### config.mk
export PLATFORM = sky130hd
export DESIGN_NAME = pump_sleep_wake_controller
export DESIGN_NICKNAME = d
export VERILOG_FILES = /design/src/verilog/pump_sleep_pkg.sv /design/src/verilog/pump_sleep_wake_controller.sv /design/src/verilog/second_timer.sv
export SDC_FILE = /design/constraint.sdc
export NUM_CORES = 1
export LEC_CHECK = 0
export ABC_AREA = 1
export BUFFER_PORTS_ARGS = -buffer_cell sky130_fd_sc_hd__clkbuf_2
export CORE_MARGIN = 2
export CORE_UTILIZATION = 35
export CTS_CLUSTER_SIZE = 14
export DETAILED_ROUTE_END_ITERATION = 6
export PLACE_DENSITY = 0.54
export SLEW_MARGIN = 10
export SYNTH_ARGS = -nofsm -noshare
export SYNTH_HDL_FRONTEND = slang
export SYNTH_SLANG_ARGS = --single-unit
### constraint.sdc
create_clock -name sys_clk_in -period 13.95 [get_ports sys_clk_in]
set_input_delay 1.395 -clock sys_clk_in [delete_from_list [all_inputs] [get_ports sys_clk_in]]
set_output_delay 1.395 -clock sys_clk_in [all_outputs]
set_load 0.01 [all_outputs]
### src/verilog/pump_sleep_pkg.sv
// Constants and types shared by the pump sleep and wake sequencer
package pump_sleep_pkg;

   // ************************************************************
   // Data widths
   // ************************************************************
   localparam int PRESSURE_W = 10;
   localparam int FREQ_W = 10;
   localparam int TIME_W = 16;
   localparam int BOOST_W = 8;

   // ************************************************************
   // Timing
   // ************************************************************
   localparam int CLK_PERIOD_NS = 100;
   localparam int SECOND_NS = 1_000_000_000;
   localparam int TICKS_PER_SECOND = SECOND_NS / CLK_PERIOD_NS;
   localparam int BOOST_SECONDS_PER_STEP = 1;

   // ************************************************************
   // Reset values and scale factors
   // ************************************************************
   localparam logic [PRESSURE_W-1:0] HIGH_PRESSURE_OFFSET_DEFAULT = 10'h014;
   localparam logic LONG_SEL_RESET = 1'h1;
   localparam int PERCENT_FULL = 100;

   // ************************************************************
   // Sequencer states
   // ************************************************************
   typedef enum logic [1:0] {
      ST_IDLE,
      ST_RUN,
      ST_BOOST,
      ST_SLEEP
   } seq_state_t;

endpackage

### src/verilog/pump_sleep_wake_controller.sv
// Sleep and wake sequencer for a constant pressure pump drive
`timescale 1ns/1ps

// Operation
// Sleep needs pressure at target or switch
// Sleep needs low frequency or high pressure
// Sleep needs on-time above selected minimum
// Analog boost raises target, sleeps when reached
// Analog sleep restarts below target minus drop
// High pressure threshold is target plus offset
// Analog high pressure stops drive into sleep
// Sleep frequency threshold is minimum plus offset
// Digital mode ignores drop, restarts on switch
// Digital boost raises speed limit for time
// Off period picks long or short on-time
// Equal off period picks short; restart starts timer
// Sequencer active only in constant pressure mode
module pump_sleep_wake_controller #(
   parameter int PRESSURE_W = pump_sleep_pkg::PRESSURE_W,
   parameter int FREQ_W = pump_sleep_pkg::FREQ_W,
   parameter int TIME_W = pump_sleep_pkg::TIME_W,
   parameter int BOOST_W = pump_sleep_pkg::BOOST_W,
   parameter int TICKS_PER_SECOND = pump_sleep_pkg::TICKS_PER_SECOND
) (
   // Clock, reset, enable
   input wire logic sys_clk_in,
   input wire logic rstn_in,
   input wire logic clk_en_in,
   // Mode selection
   input wire logic cp_mode_in,
   input wire logic digital_mode_in,
   // Pressure inputs
   input wire logic [PRESSURE_W-1:0] pressure_in,
   input wire logic switch_reached_in,
   input wire logic [PRESSURE_W-1:0] target_pressure_in,
   input wire logic [PRESSURE_W-1:0] restart_pressure_drop_in,
   input wire logic [PRESSURE_W-1:0] high_pressure_offset_in,
   input wire logic high_pressure_offset_load_in,
   input wire logic [BOOST_W-1:0] boost_amount_in,
   // Frequency inputs
   input wire logic [FREQ_W-1:0] out_frequency_in,
   input wire logic [FREQ_W-1:0] min_frequency_in,
   input wire logic [FREQ_W-1:0] max_frequency_in,
   input wire logic [FREQ_W-1:0] sleep_frequency_offset_in,
   // On and off timer settings in seconds
   input wire logic [TIME_W-1:0] off_time_threshold_in,
   input wire logic [TIME_W-1:0] long_min_on_time_in,
   input wire logic [TIME_W-1:0] short_min_on_time_in,
   // Motor commands
   output logic run_out,
   output logic sleep_out,
   output logic boost_out,
   output logic [PRESSURE_W:0] pressure_target_out,
   output logic [FREQ_W:0] speed_limit_out,
   // Status
   output logic cp_active_out,
   output logic [TIME_W-1:0] min_on_time_out,
   output logic on_time_met_out,
   output logic [PRESSURE_W:0] high_pressure_sleep_threshold_out,
   output logic [FREQ_W:0] sleep_frequency_threshold_out
);

   // ************************************************************
   // Parameter checks
   // ************************************************************
   if (PRESSURE_W < 2 || FREQ_W < 2 || TIME_W < 2 || BOOST_W < 1 || TICKS_PER_SECOND < 1) begin : g_check
      $error("pump_sleep_wake_controller: bad parameters");
   end

   localparam int SPEED_W = FREQ_W + BOOST_W + 8;
   localparam logic [SPEED_W-1:0] PERCENT = SPEED_W'(pump_sleep_pkg::PERCENT_FULL);
   localparam logic [TIME_W-1:0] BOOST_STEP = TIME_W'(pump_sleep_pkg::BOOST_SECONDS_PER_STEP);

   // ************************************************************
   // State
   // ************************************************************
   pump_sleep_pkg::seq_state_t state_r;
   pump_sleep_pkg::seq_state_t state_nxt;
   logic [PRESSURE_W-1:0] hp_offset_r;
   logic long_sel_r;
   logic restart_evt;

   logic run_r;
   logic sleep_r;
   logic boost_r;
   logic [PRESSURE_W:0] pressure_target_r;
   logic [FREQ_W:0] speed_limit_r;
   logic cp_active_r;
   logic [TIME_W-1:0] min_on_time_r;
   logic on_time_met_r;
   logic [PRESSURE_W:0] hp_thr_r;
   logic [FREQ_W:0] freq_thr_r;

   logic [TIME_W-1:0] on_secs;
   logic [TIME_W-1:0] off_secs;
   logic [TIME_W-1:0] boost_secs;

   // ************************************************************
   // Thresholds
   // ************************************************************
   wire analog_mode = ~digital_mode_in;
   wire [PRESSURE_W:0] pressure_x = {1'b0, pressure_in};
   wire [PRESSURE_W:0] target_x = {1'b0, target_pressure_in};
   wire [PRESSURE_W:0] hp_thr = target_x + {1'b0, hp_offset_r};
   wire [FREQ_W:0] freq_thr = {1'b0, min_frequency_in} + {1'b0, sleep_frequency_offset_in};
   wire [PRESSURE_W:0] boost_x = (PRESSURE_W+1)'(boost_amount_in);
   wire [PRESSURE_W:0] boosted_target = target_x + boost_x;
   wire [PRESSURE_W:0] drop_x = {1'b0, restart_pressure_drop_in};

   // ************************************************************
   // Sleep conditions
   // ************************************************************
   wire at_target = analog_mode ? (pressure_in == target_pressure_in) : switch_reached_in;
   wire below_freq = {1'b0, out_frequency_in} < freq_thr;
   wire over_pressure = analog_mode & (pressure_x > hp_thr);
   wire hp_hit = analog_mode & (pressure_x >= hp_thr);
   wire [TIME_W-1:0] min_on = long_sel_r ? long_min_on_time_in : short_min_on_time_in;
   wire on_time_met = on_secs > min_on;
   wire sleep_ready = at_target & (below_freq | over_pressure) & on_time_met;

   // ************************************************************
   // Boost completion and restart
   // ************************************************************
   wire boost_reached = pressure_x >= boosted_target;
   wire [TIME_W-1:0] boost_limit = TIME_W'(boost_amount_in) * BOOST_STEP;
   wire boost_done = boost_secs >= boost_limit;
   wire boost_finish = analog_mode ? boost_reached : boost_done;
   wire analog_restart = (pressure_x + drop_x) < target_x;
   wire digital_restart = ~switch_reached_in;
   wire restart_req = analog_mode ? analog_restart : digital_restart;
   wire off_long = off_secs > off_time_threshold_in;

   // ************************************************************
   // Boosted speed limit for digital mode
   // ************************************************************
   wire [SPEED_W-1:0] max_x = SPEED_W'(max_frequency_in);
   wire [SPEED_W-1:0] pct_x = PERCENT + SPEED_W'(boost_amount_in);
   wire [SPEED_W-1:0] speed_prod = max_x * pct_x;
   wire [SPEED_W-1:0] speed_quot = speed_prod / PERCENT;
   wire [FREQ_W:0] boosted_speed = speed_quot[FREQ_W:0];

   // ************************************************************
   // Timer controls
   // ************************************************************
   wire enter_run = (state_nxt == pump_sleep_pkg::ST_RUN) && (state_r != pump_sleep_pkg::ST_RUN);
   wire enter_sleep = (state_nxt == pump_sleep_pkg::ST_SLEEP) && (state_r != pump_sleep_pkg::ST_SLEEP);
   wire enter_boost = (state_nxt == pump_sleep_pkg::ST_BOOST) && (state_r != pump_sleep_pkg::ST_BOOST);
   wire motor_on = (state_r == pump_sleep_pkg::ST_RUN) || (state_r == pump_sleep_pkg::ST_BOOST);
   wire sleeping = (state_r == pump_sleep_pkg::ST_SLEEP);
   wire boosting = (state_r == pump_sleep_pkg::ST_BOOST);

   // ************************************************************
   // Output next values
   // ************************************************************
   wire nxt_sleep = (state_nxt == pump_sleep_pkg::ST_SLEEP);
   wire nxt_boost = (state_nxt == pump_sleep_pkg::ST_BOOST);
   wire [PRESSURE_W:0] target_nxt = (nxt_boost && analog_mode) ? boosted_target : target_x;
   wire [FREQ_W:0] limit_nxt = (nxt_boost && digital_mode_in) ? boosted_speed : {1'b0, max_frequency_in};

   // ************************************************************
   // Sequencer next state
   // ************************************************************
   always_comb begin
      state_nxt = state_r;
      restart_evt = 1'b0;
      if (!cp_mode_in) begin
         state_nxt = pump_sleep_pkg::ST_IDLE;
      end else begin
         unique case (state_r)
            pump_sleep_pkg::ST_IDLE: begin
               state_nxt = pump_sleep_pkg::ST_RUN;
            end
            pump_sleep_pkg::ST_RUN: begin
               if (hp_hit) begin
                  state_nxt = pump_sleep_pkg::ST_SLEEP;
               end else if (sleep_ready) begin
                  state_nxt = pump_sleep_pkg::ST_BOOST;
               end
            end
            pump_sleep_pkg::ST_BOOST: begin
               if (hp_hit || boost_finish) begin
                  state_nxt = pump_sleep_pkg::ST_SLEEP;
               end
            end
            pump_sleep_pkg::ST_SLEEP: begin
               if (restart_req) begin
                  state_nxt = pump_sleep_pkg::ST_RUN;
                  restart_evt = 1'b1;
               end
            end
         endcase
      end
   end

   // ************************************************************
   // State registers
   // ************************************************************
   always_ff @(posedge sys_clk_in) begin
      if (!rstn_in) begin
         state_r <= pump_sleep_pkg::ST_IDLE;
         long_sel_r <= pump_sleep_pkg::LONG_SEL_RESET;
      end else if (clk_en_in) begin
         state_r <= state_nxt;
         if (restart_evt) begin
            long_sel_r <= off_long;
         end
      end
   end

   // ************************************************************
   // High pressure offset setting
   // ************************************************************
   always_ff @(posedge sys_clk_in) begin
      if (!rstn_in) begin
         hp_offset_r <= pump_sleep_pkg::HIGH_PRESSURE_OFFSET_DEFAULT;
      end else if (clk_en_in && high_pressure_offset_load_in) begin
         hp_offset_r <= high_pressure_offset_in;
      end
   end

   // ************************************************************
   // Registered outputs
   // ************************************************************
   always_ff @(posedge sys_clk_in) begin
      if (!rstn_in) begin
         run_r <= 1'b0;
         sleep_r <= 1'b0;
         boost_r <= 1'b0;
         pressure_target_r <= '0;
         speed_limit_r <= '0;
         cp_active_r <= 1'b0;
      end else if (clk_en_in) begin
         run_r <= ~nxt_sleep;
         sleep_r <= nxt_sleep;
         boost_r <= nxt_boost;
         pressure_target_r <= target_nxt;
         speed_limit_r <= limit_nxt;
         cp_active_r <= cp_mode_in;
      end
   end

   always_ff @(posedge sys_clk_in) begin
      if (!rstn_in) begin
         min_on_time_r <= '0;
         on_time_met_r <= 1'b0;
         hp_thr_r <= '0;
         freq_thr_r <= '0;
      end else if (clk_en_in) begin
         min_on_time_r <= min_on;
         on_time_met_r <= on_time_met;
         hp_thr_r <= hp_thr;
         freq_thr_r <= freq_thr;
      end
   end

   // ************************************************************
   // On, off and boost timers
   // ************************************************************
   second_timer #(
      .TIME_W(TIME_W),
      .TICKS(TICKS_PER_SECOND)
   ) u_on_timer (
      .sys_clk_in(sys_clk_in),
      .rstn_in(rstn_in),
      .clk_en_in(clk_en_in),
      .clear_in(enter_run),
      .count_in(motor_on),
      .seconds_out(on_secs)
   );

   second_timer #(
      .TIME_W(TIME_W),
      .TICKS(TICKS_PER_SECOND)
   ) u_off_timer (
      .sys_clk_in(sys_clk_in),
      .rstn_in(rstn_in),
      .clk_en_in(clk_en_in),
      .clear_in(enter_sleep),
      .count_in(sleeping),
      .seconds_out(off_secs)
   );

   second_timer #(
      .TIME_W(TIME_W),
      .TICKS(TICKS_PER_SECOND)
   ) u_boost_timer (
      .sys_clk_in(sys_clk_in),
      .rstn_in(rstn_in),
      .clk_en_in(clk_en_in),
      .clear_in(enter_boost),
      .count_in(boosting),
      .seconds_out(boost_secs)
   );

   // ************************************************************
   // Output drive
   // ************************************************************
   assign run_out = run_r;
   assign sleep_out = sleep_r;
   assign boost_out = boost_r;
   assign pressure_target_out = pressure_target_r;
   assign speed_limit_out = speed_limit_r;
   assign cp_active_out = cp_active_r;
   assign min_on_time_out = min_on_time_r;
   assign on_time_met_out = on_time_met_r;
   assign high_pressure_sleep_threshold_out = hp_thr_r;
   assign sleep_frequency_threshold_out = freq_thr_r;

endmodule

### src/verilog/second_timer.sv
// Saturating seconds counter with clock prescaler
`timescale 1ns/1ps
module second_timer #(
   parameter int TIME_W = 16,
   parameter int TICKS = 10_000_000
) (
   // Clock and reset
   input wire logic sys_clk_in,
   input wire logic rstn_in,
   input wire logic clk_en_in,
   // Control
   input wire logic clear_in,
   input wire logic count_in,
   // Elapsed seconds
   output logic [TIME_W-1:0] seconds_out
);

   localparam int PRE_W = (TICKS > 1) ? $clog2(TICKS) : 1;
   localparam logic [PRE_W-1:0] PRE_LAST = PRE_W'(TICKS - 1);

   logic [PRE_W-1:0] pre_r;
   logic [TIME_W-1:0] sec_r;

   wire tick = (pre_r == PRE_LAST);
   wire saturated = &sec_r;

   if (TICKS < 1 || TIME_W < 2) begin : g_check
      $error("second_timer: bad parameters");
   end

   always_ff @(posedge sys_clk_in) begin
      if (!rstn_in) begin
         pre_r <= '0;
         sec_r <= '0;
      end else if (clk_en_in) begin
         if (clear_in) begin
            pre_r <= '0;
            sec_r <= '0;
         end else if (count_in) begin
            pre_r <= tick ? '0 : pre_r + PRE_W'(1);
            if (tick && !saturated) begin
               sec_r <= sec_r + TIME_W'(1);
            end
         end
      end
   end

   assign seconds_out = sec_r;

endmodule

# Yosys cells after proc, flatten, opt, wreduce, memory -nomap -nowiden
# Index checks and enable logic that the tools add are counted.
# totals
reg_bits	198
ram_bits	0
input_bits	143
mem_count	0
latchBits	0
rom_bits	0
out_inout_bits	65
# classes
mux	33
n_eq_ne	13
n_addsub	11
order_cmp	8
n_reduce_logical	31
n_bitwise	8
n_mul	1
n_div	1
shifts	0
# op_table
cell	count
$mux W24	9
$mux W16	10
$add A24 B1 Y24 const B	3
$eq A24 B24 Y1 const B	3
$add A16 B1 Y16 const B	3
$reduce_and A16 Y1	3
$add A10 B10 Y11	3
$gt A16 B16 Y1	2
$div A26 B7 Y26 const B	1
$ge A10 B11 Y1	2
$mux W11	2
$mul A10 B9 Y19	1
$ge A16 B8 Y1	1
$reduce_bool A2 Y1	6
$add A10 B8 Y11	1
$gt A10 B11 Y1	1
$lt A10 B11 Y1	1
$lt A11 B10 Y1	1
$eq A10 B10 Y1	1
$mux W2	5
$add A7 B8 Y9 const A	1
$logic_and A1 B1 Y1	9
$reduce_and A3 Y1	3
$eq A2 B2 Y1 const B	4
other kinds (12)	30

# Depth between registers and ports, before layout
# Gate-level depths: netlist of run 1.
# depth
ltp_word	14
depth_mapped	91
ltp_nobuf	91

# Modules after synthesis
# A second synthesis of run 1 with hierarchy kept.
# unflattened
hier_cells	2895
area_unflattened_um2	18821.8
# by_module_without_submodules
mod	n_inst	area_each_um2	cells_each	seq_area_each_um2
pump_sleep_wake_controller	1	11577.4	1734	1561.5
second_timer	3	2414.8	387	800.8

# Least setup slack after synthesis of run 1
# OpenSTA, ideal clock, no wires.
# synth_timing
path_type	in2reg
startpoint	in boost_amount_in[2]
endpoint	reg speed_limit_r[0], in the netlist speed_limit_out[0]
setup_slack_ns	3.639
n_path_buf	0
required_ns	13.884
path_stages	75
arrival_time_ns	10.245
path_cell_list	inv_1 > nor3_1 > inv_1 > nand2_1 > xor2_1 > inv_1 > nor2_1 > fa_1 > fa_1 > fa_1 > inv_1 > fa_1 > inv_1 > ha_1 > nand2_1 > nor2_2 > and2_1 > nand2_2 > [... 39 more ...] > nand2_4 > nand2_4 > nand2_2 > nand2_2 > nor2_4 > nand2_2 > nand2_4 > nand2_4 > nand4_2 > nand2_2 > nand2_1 > nand2_1 > nand2_1 > nor2_1 > nand2_1 > nand2_1 > nand2_1 > a21oi_2
# synth_between
elab_chain_cells	10
elab_cells_between_ends	14
cone_classes	add/sub: 2; mul: 1; div: 1; order compare: 2; eq/ne: 1; mux: 5; reduce/logical: 2
# synth_lines
item	line_no	rtl
start: declaration	pump_sleep_wake_controller.sv:39	input wire logic [BOOST_W-1:0] boost_amount_in,
parallel branches: the longest is 9 deep, another holds $div A26 B7 Y26	--	
$mux W11 *	pump_sleep_wake_controller.sv:158	wire [FREQ_W:0] limit_nxt = (nxt_boost && digital_mode_in) ? boosted_speed : {1'b0, max_frequency_in};
end signal: assignment	pump_sleep_wake_controller.sv:237	speed_limit_r <= limit_nxt;
end: declaration	pump_sleep_wake_controller.sv:87	logic [FREQ_W:0] speed_limit_r;
# Mark *: on every way between the ends.
# A chain may end at the register's enable or synchronous reset.

# Final worst setup path of run 1
# Same ends and word-level chain as after synthesis.

==> metrics, run 1 <==
initial antenna violation count 1; final clock skew 0.01572 ns; RSZ-0062 raised after global routing false; average size of a mapped cell around 6.9 µm²; die area roughly 52000 µm²; Post-CTS Setup Inserts 0; RePlAce Congestion a little under 0.9; Routed Antenna Nets 0; die height 228.2 µm; core region area 49860 µm²; Clock Path Buffers 2; CP Capture Type register; Tmin final 11.39 ns; DR DRC count 0; status finished, final reports clean; largest stage delay on the critical path 0.54 ns; GR Overflow Total 0; IO Pins 208; Die X around 230 µm; Hold Slack 0.4656 ns; Rel. slew slack 27.96%; EDFF count, synth 0; DR vias 16730; first-pass GRT wire length 80560 µm; cell row count 82; cell taking the most area after synthesis dfxtp_1; worst r2r dst u_on_timer.pre_r[23]; register area share after synthesis 22.52%; Total Routing Usage GR 18.83%; Mapped Area 17600 µm²; WL/cell 14.18 µm; crit-path max FO 11; PortBufs 207; WHS Path Cells 2; Detailed Route Iter0 Violations 949; vias per cell between 4 and 5; Root Driver clkbuf_16; Final #Nets 3097; YS warnings 0; max-cap violations 0; Yosys reg bits 198; CTS tree done; worst reg2reg startpoint hp_offset_r[1]; post-synth top area share between 20% and 30%; most used cell, CP nand2_2; CTS clk-pin slew, worst paths 0.08 ns; diode count 0; Layout area overhead 13.49%; Detailed Routing Iterations Pass 1 7; Max Slew Vio Count 0; ys flop type dfxtp_1; worst hold path class reg2reg; Syn Nets about 2900; Synth async-reset ratio 0%; Sink Count 198; cells after synthesis ~2500; WP data arrival around 12 ns; # hold bufs at CTS 0; Netlist cell types between 60 and 70; TritonCTS Buffers 17; fin crit share between 80% and 90%; post_cts resized 0; WP buf/inv 6; layout cell share with drive strength beyond 1 14.83%; hpwl dp 39040 µm; Fin. Hold Viols 0; setup ws final roughly 2.6 ns; Slew @ Worst Pin 1.077 ns; worst hold endpoint cp_active_out; clk_lat worst skew 0.48 ns; Final setup viols 0; hold_sp cp_active_out; setup slack, reg-to-reg 7.58 ns; vias in the first global route 16160; kind of critical path in2reg; htree depth 4; largest net degree at the start of global routing 73; fmax 87.83 MHz; Worst EP required 14.35 ns; worst-path cell with the longest stage delay fa_1; CP Launch Type primary input; CP Depth 76; critical path's top delay family simple AND/OR/NAND/NOR gates; r2r worst-path depth 35; TNS Setup 0 ns; dpl ws roughly 2.1 ns; synth top area cells dfxtp_1, ha_1, nand2_1; final wirelength 48350 µm; initial core utilization about a third
## cell usage after synthesis, types with 3 or more instances
cell type	n
nand2_4	30
a22oi_1	3
mux2i_1	15
nor2_1	213
o21ai_0	117
a211oi_1	19
o21ai_1	12
a21oi_2	3
nand4_1	42
nor2_2	4
inv_1	427
and3_1	6
a31oi_1	8
o21bai_1	7
xnor2_1	19
xor2_1	38
nand3b_1	3
fa_1	61
clkbuf_1	41
nor3_1	74
nand3_1	112
or2_2	7
o211ai_1	36
a21oi_1	208
nor3b_1	8
nand2_1	486
o21a_1	9
nor2_4	6
dfxtp_1	198
nand4_4	3
nor4_1	20
nand2_2	57
nand3_2	12
ha_1	168
nand4_2	7
inv_2	18
clkinv_1	7
## worst register-to-register path, delay by kind of cell (launching register included)
kind | cells | cell delay (ns)
and+or+nand+nor | 13 | 1.89
DFF | 1 | 0.38
buffers and inverters | 7 | 0.98
adders and majority gates | 2 | 0.54
AOI/OAI and AO/OA | 12 | 2.16
xor gates and xnor gates | 1 | 0.27
## final cells by class
| type | count | area [µm²] |
|---|---|---|
| well taps | 672 | 840.8 |
| clock buffers | 18 | 439.2 |
| inverters | 454 | 1710 |
| flip-flops and latches | 198 | 3964 |
| fillers | 5295 | 29890 |
| clock inverters | 14 | 186.4 |
| multi-input cells | 1838 | 11730 |
| repair buffers | 216 | 1106 |
## state kept, by name, indices dropped and copies added, names as in the netlist
signal	flops
boost_out	1
cp_active_out	1
high_pressure_sleep_threshold_out	11
hp_offset_r	10
long_sel_r	1
min_on_time_out	16
on_time_met_out	1
pressure_target_out	11
run_out	1
sleep_frequency_threshold_out	11
sleep_out	1
speed_limit_out	11
state_r	2
u_boost_timer.pre_r	24
u_boost_timer.seconds_out	16
u_off_timer.pre_r	24
u_off_timer.seconds_out	16
u_on_timer.pre_r	24
u_on_timer.seconds_out	16
## cell usage in the layout, fill, tap and decap left out, types with 7 or more instances in the layout
cell type,count
o211ai_1,36
nand4_2,7
nor3b_1,8
nor2_1,213
xor2_1,38
nor3_1,74
nand2_4,30
or2_2,7
a31oi_1,8
o21ai_0,117
inv_2,20
nand2_2,57
xnor2_1,19
nand3_1,112
dfxtp_1,198
o21a_1,9
fa_1,61
nor4_1,20
mux2i_1,15
buf_4,10
a21oi_1,208
nand2_1,486
nand4_1,42
o21ai_1,12
clkbuf_2,206
nand3_2,12
inv_1,426
ha_1,168
o21bai_1,7
clkbuf_16,17
a211oi_1,19
## per-stage QoR
stage               cells  util (%)  instance area [µm²]
floorplan            2536         -                17600
global placement     3378     38.80                19350
detailed placement   3378     38.80                19350
CTS                  3410     40.05                19970
global route         3410     40.05                19970
finish               3410     40.05                19970
## routing by layer
layer  wire length [µm]  track usage [%]  vias up
met2              22210            31.35      336
li1                   -                -     8659
met5                 12                0        -
met3               2159            3.762       42
met1              23230            25.04     7686
met4                730            4.391        2
## worst max-delay path by stage
| stage | start | end |
|---|---|---|
| 2_1_floorplan | boost_amount_in[2] | speed_limit_out[0] |
| 3_3_place_gp | boost_amount_in[2] | speed_limit_out[0] |
| 3_5_place_dp | boost_amount_in[2] | speed_limit_out[1] |
| 4_1_cts | boost_amount_in[2] | speed_limit_out[0] |
| 5_1_grt | boost_amount_in[2] | speed_limit_out[0] |
| 6_report | boost_amount_in[2] | speed_limit_out[0] |
## logic make-up (layout without fill, tap and decap cells)
family / after synthesis / count (layout) / share of synthesized area (%)
AO/OA/AOI/OAI: 440 / 440 / 14.08
multiplexers: 15 / 15 / 0.8532
adder cells (fa/ha/maj): 229 / 229 / 18.88
buffers and inverters: 500 / 702 / 10.85
AND/OR/NAND/NOR: 1096 / 1096 / 29.81
flip-flops: 198 / 198 / 22.52
XOR/XNOR: 58 / 58 / 2.993
Power of run 1 is not shown: default switching activity piles up to over one toggle a cycle in this logic, so the estimate is an artifact.
==> run 2: changes to the inputs <==
==> constraint.sdc (replaced) <==
create_clock -name sys_clk_in -period 11.4 [get_ports sys_clk_in]
set_input_delay 1.14 -clock sys_clk_in [delete_from_list [all_inputs] [get_ports sys_clk_in]]
set_output_delay 1.14 -clock sys_clk_in [all_outputs]
set_load 0.01 [all_outputs]
==> run 2 against run 1 <==
  * Die area unchanged
  * Register-to-register slack got worse by 2.9 ns
  * Sequential cell count is the same
  * Critical path depth is 8 higher
  * Core utilization is 0.21 points higher
  * Cell area rose by 0.53%
  * Count of clock-buffer cells in the layout increased by 2
  * Routed wire length up 1.3%
  * Clock skew is 0.00064 ns higher
  * Global-route usage up 0.15 points
  * Via count grew 0.65%
  * Critical path type unchanged
  * Critical endpoint unchanged
  * Largest cell class unchanged
  * Highest routed layer unchanged
==> metrics, run 2 (same netlist as run 1, synthesis figures left out) <==
max-cap violations 0 (unchanged); Finished Layout Cells 3417 (was 3410); status finished, final reports clean (unchanged); placed insts 3380 (was 3378); Design Area, Final 20080 µm² (was 19970 µm²); initial core utilization 35.29% (unchanged); htree depth 4 (unchanged); area post-placement 19360 µm² (was 19350 µm²); cell row count 82 (unchanged); vias in the first global route 16420 (was 16160); diode count 0 (unchanged); WP data arrival 11.03 ns (was 11.79 ns); dpl ws 0.1492 ns (was 2.075 ns); Rel. slew slack 23.62% (was 27.96%); Slew @ Worst Pin 1.141 ns (was 1.077 ns); most common cell after layout, fill and taps aside nand2_1 (unchanged); hpwl dp 39430 µm (was 39040 µm); Layout area overhead 14.09% (was 13.49%); vias per cell 4.926 (was 4.905); Worst EP required 11.82 ns (was 14.35 ns); largest stage delay on the critical path 0.55 ns (was 0.54 ns); Sink Count 198 (unchanged); Largest regs u_boost_timer.pre_r: 24 flops, u_off_timer.pre_r: 24 flops, u_on_timer.pre_r: 24 flops (unchanged); worst-path cell with the longest stage delay fa_1 (unchanged); initial antenna violation count 1 (unchanged); Hold Slack 0.4640 ns (was 0.4656 ns); WL/cell 14.34 µm (was 14.18 µm); DR DRC count 0 (unchanged); worst hold path class reg2reg (unchanged); Max Slew Vio Count 0 (unchanged); CTS clk-pin slew, worst paths 0.07 ns (was 0.08 ns); Tmin final 10.61 ns; RePlAce Congestion 0.8486 (was 0.8644); setup ws final 0.7877 ns (was 2.565 ns); TritonCTS Buffers 17 (unchanged); largest net degree at the start of global routing 58 (was 73); GR Overflow Total 0 (unchanged); most used cell, CP nand2_2 (unchanged); most frequent cells in the layout nand2_1, inv_1, nor2_1 (unchanged); Detailed Routing Iterations Pass 1 5 (was 7); clk_lat worst skew 0.49 ns (was 0.48 ns); Fin. Hold Viols 0 (unchanged); kind of critical path in2reg (unchanged); Final #Nets 3105 (was 3097); crit-path max FO 6 (was 11); Die X 228.2 µm (unchanged); die area 52090 µm² (unchanged); PortBufs 207 (unchanged); DR vias 16830 (was 16730); Final setup viols 0 (unchanged); Clock Path Buffers 2 (unchanged); CP Capture Type register (unchanged); Detailed Route Iter0 Violations 841 (was 949); CP Launch Type primary input (unchanged); Routed Antenna Nets 0 (unchanged); first-pass GRT wire length 81540 µm (was 80560 µm); IO Pins 208 (unchanged); die height 228.2 µm (unchanged); fmax between 90 and 100 MHz; CTS tree done (unchanged); layout cell share with drive strength beyond 1 15.45% (was 14.83%); core region area 49860 µm² (unchanged); Root Driver clkbuf_16 (unchanged); # hold bufs at CTS 0 (unchanged); final wirelength 48990 µm (was 48350 µm); final clock skew 0.01636 ns (was 0.01572 ns); fin crit share 93.09%; Total Routing Usage GR 18.98% (was 18.83%)
run 2: changes by cell type in the layout (fill, tap and decap cells not counted), moves of 3 or more:
cell      before  now
buf_4         10   18
clkinv_2       2    5
clkinv_8       3    0
nand2_1      486  483
run 2: area by class of cell:
class                   instances  area (µm²)
clock inverters                11       147.6
fillers                      5305       29780
flip-flops and latches        198        3964
multi-input cells            1838       11800
clock buffers                  20       446.7
inverters                     454        1710
well taps                     672       840.8
repair buffers                224        1166
run 2: routing by layer:
| metal | up-vias | GRT usage [%] | wire, µm |
|---|---|---|---|
| met5 | - | 0 | 11 |
| met4 | 2 | 4.371 | 673 |
| met3 | 45 | 3.138 | 1738 |
| met2 | 275 | 32.38 | 23060 |
| met1 | 7852 | 25.03 | 23500 |
| li1 | 8659 | - | - |
run 2: critical path, delay by kind of cell:
kind                     cells  cell delay [ns]
buffers and inverters       10             0.92
AO/OA/AOI/OAI                1             0.11
XOR/XNOR                     1             0.18
adder cells (fa/ha/maj)      5             2.48
AND/OR/NAND/NOR             67             6.19
run 2: through the flow:
stage | util, % | TNS (ns)
detailed placement | 38.83 | 0
finish | 40.27 | 0
global route | 40.27 | -0.07127
floorplan | - | 0
global placement | 38.83 | 0
CTS | 40.02 | 0
run 2: what timing repair did:
item,4_1_cts,5_1_grt
setup endpoints to repair,0,2
setup buffers,0,6
gates resized for setup,0,18
endpoints found under the hold margin,0,0
run 2: path summary, 6_finish.rpt:
path / depth (start not counted) / slack, ns / to / start
setup / recovery: 84 / 0.79 / speed_limit_out[0] / boost_amount_in[2]
hold / removal: 2 / 0.46 / pressure_target_out[0] / pressure_target_out[0]
setup reg to reg: 31 / 4.65 / u_boost_timer.pre_r[14] / hp_offset_r[1]
hold reg to reg: 2 / 0.46 / pressure_target_out[0] / pressure_target_out[0]
Power of run 2 is left out for the same reason.
==> run 3: changes to the inputs <==
--- a/config.mk
+++ b/config.mk
@@ -8,10 +8,10 @@
 export ABC_AREA = 1
 export BUFFER_PORTS_ARGS = -buffer_cell sky130_fd_sc_hd__clkbuf_2
 export CORE_MARGIN = 2
-export CORE_UTILIZATION = 35
+export CORE_UTILIZATION = 43
 export CTS_CLUSTER_SIZE = 14
 export DETAILED_ROUTE_END_ITERATION = 6
-export PLACE_DENSITY = 0.54
+export PLACE_DENSITY = 0.64
 export SLEW_MARGIN = 10
 export SYNTH_ARGS = -nofsm -noshare
 export SYNTH_HDL_FRONTEND = slang
==> run 3 against run 2 <==
  * Sequential cell count unchanged
  * Critical path depth down 5
  * Core utilization grew 8.9 points
  * Largest cell class unchanged
  * Fmax up 0.63%
  * Sequential share of layout area is 0.10 points higher
  * Worst hold slack improved by 0.0012 ns
  * Non-clock buffer count increased by 4
  * Cell count shrank 4.0%
==> metrics, run 3 (same netlist as run 1, synthesis figures left out) <==
status finished, final reports clean (unchanged); CP Launch Type primary input (unchanged); Fin. Hold Viols 0 (unchanged); layout cell share with drive strength beyond 1 15.64% (was 15.45%); Routed Antenna Nets 0 (unchanged); initial antenna violation count 0 (was 1); cell row count 74 (was 82); worst hold path class reg2reg (unchanged); dpl ws 0.1724 ns (was 0.1492 ns); Tmin final 10.55 ns (was 10.61 ns); Layout area overhead 13.49% (was 14.09%); fmax 94.82 MHz (was 94.23 MHz); Rel. slew slack 30.08% (was 23.62%); RePlAce Congestion 0.8918 (was 0.8486); PortBufs 207 (unchanged); clk_lat worst skew 0.46 ns (was 0.49 ns); htree depth 4 (unchanged); DR vias 16910 (was 16830); most used cell, CP nand2_4 (was nand2_2); diode count 0 (unchanged); Clock Path Buffers 2 (unchanged); TNS Setup 0 ns (unchanged); largest stage delay on the critical path 0.54 ns (was 0.55 ns); max-cap violations 0 (unchanged); initial core utilization 43.30% (was 35.29%); IO Pins 208 (unchanged); TritonCTS Buffers 17 (unchanged); Largest regs u_boost_timer.pre_r: 24 flops, u_off_timer.pre_r: 24 flops, u_on_timer.pre_r: 24 flops (unchanged); Slew @ Worst Pin 1.047 ns (was 1.141 ns); GR Overflow Total 0 (unchanged); Die X 206.3 µm (was 228.2 µm); Worst EP required 11.79 ns (was 11.82 ns); Root Driver clkbuf_16 (unchanged); Final #Nets 3109 (was 3105); Detailed Route Iter0 Violations 935 (was 841); largest net degree at the start of global routing 92 (was 58); Total Routing Usage GR 22.24% (was 18.98%); WP data arrival 10.93 ns (was 11.03 ns); core region area 40650 µm² (was 49860 µm²); first-pass GRT wire length 76970 µm (was 81540 µm); area post-placement 19190 µm² (was 19360 µm²); Sink Count 198 (unchanged); CTS tree done (unchanged); Max Slew Vio Count 0 (unchanged); most frequent cells in the layout nand2_1, inv_1, nor2_1 (unchanged); die height 206.3 µm (was 228.2 µm); most common cell after layout, fill and taps aside nand2_1 (unchanged); WL/cell 14.39 µm (was 14.34 µm); Detailed Routing Iterations Pass 1 5 (unchanged); setup ws final 0.8541 ns (was 0.7877 ns); # hold bufs at CTS 0 (unchanged); DR DRC count 0 (unchanged); Final setup viols 0 (unchanged); final clock skew 0.01416 ns (was 0.01636 ns); Design Area, Final 19970 µm² (was 20080 µm²); final wirelength 47220 µm (was 48990 µm); crit-path max FO 6 (unchanged); hpwl dp 37850 µm (was 39430 µm); CTS clk-pin slew, worst paths 0.08 ns (was 0.07 ns); vias per cell 5.153 (was 4.926); vias in the first global route 16150 (was 16420); fin crit share 92.51% (was 93.09%); worst-path cell with the longest stage delay fa_1 (unchanged); die area 42560 µm² (was 52090 µm²); CP Capture Type register (unchanged); kind of critical path in2reg (unchanged)
==> run 3: timing repair <==
action	CTS	global route
setup buffers	0	10
resized for setup	0	22
endpoints found under the setup margin	0	2
==> run 3: stage by stage <==
step                hold WS (ns)  instances  util, %
floorplan                 0.4382       2536        -
global placement          0.4511       3240    47.20
detailed placement        0.4577       3240    47.20
CTS                       0.4692       3272    48.72
global route              0.4955       3282    49.14
finish                    0.4652       3282    49.14
==> run 3: final cells by class <==
type	count	area [µm²]
well taps	532	665.6
repair buffers	228	1196
multi-input cells	1838	11820
clock buffers	18	439.2
clock inverters	14	178.9
flip-flops and latches	198	3964
fillers	4106	20670
inverters	454	1710
==> run 3: per-layer routing <==
layer | routed length (µm) | vias up | track usage [%]
li1 | - | 8696 | -
met1 | 22260 | 7858 | 29.64
met2 | 22370 | 318 | 37.90
met3 | 1957 | 40 | 3.059
met4 | 632 | 0 | 5.357
met5 | 0 | - | 0
==> run 3: worst max-delay path: cells and delay by family <==
| family | cells | cell delay [ns] |
|---|---|---|
| compound gates | 3 | 0.39 |
| fa+ha+maj | 6 | 2.63 |
| buf+inv | 6 | 0.53 |
| simple gates | 64 | 6.22 |
==> run 3: final timing paths <==
path / startpoint / endpoint / slack [ns] / depth (start not counted)
max reg2reg: hp_offset_r[1] / u_on_timer.pre_r[23] / 4.51 / 34
min reg2reg: speed_limit_out[5] / speed_limit_out[5] / 0.47 / 2
max: boost_amount_in[2] / speed_limit_out[0] / 0.85 / 79
min: speed_limit_out[5] / speed_limit_out[5] / 0.47 / 2
Power of run 3 is left out for the same reason.
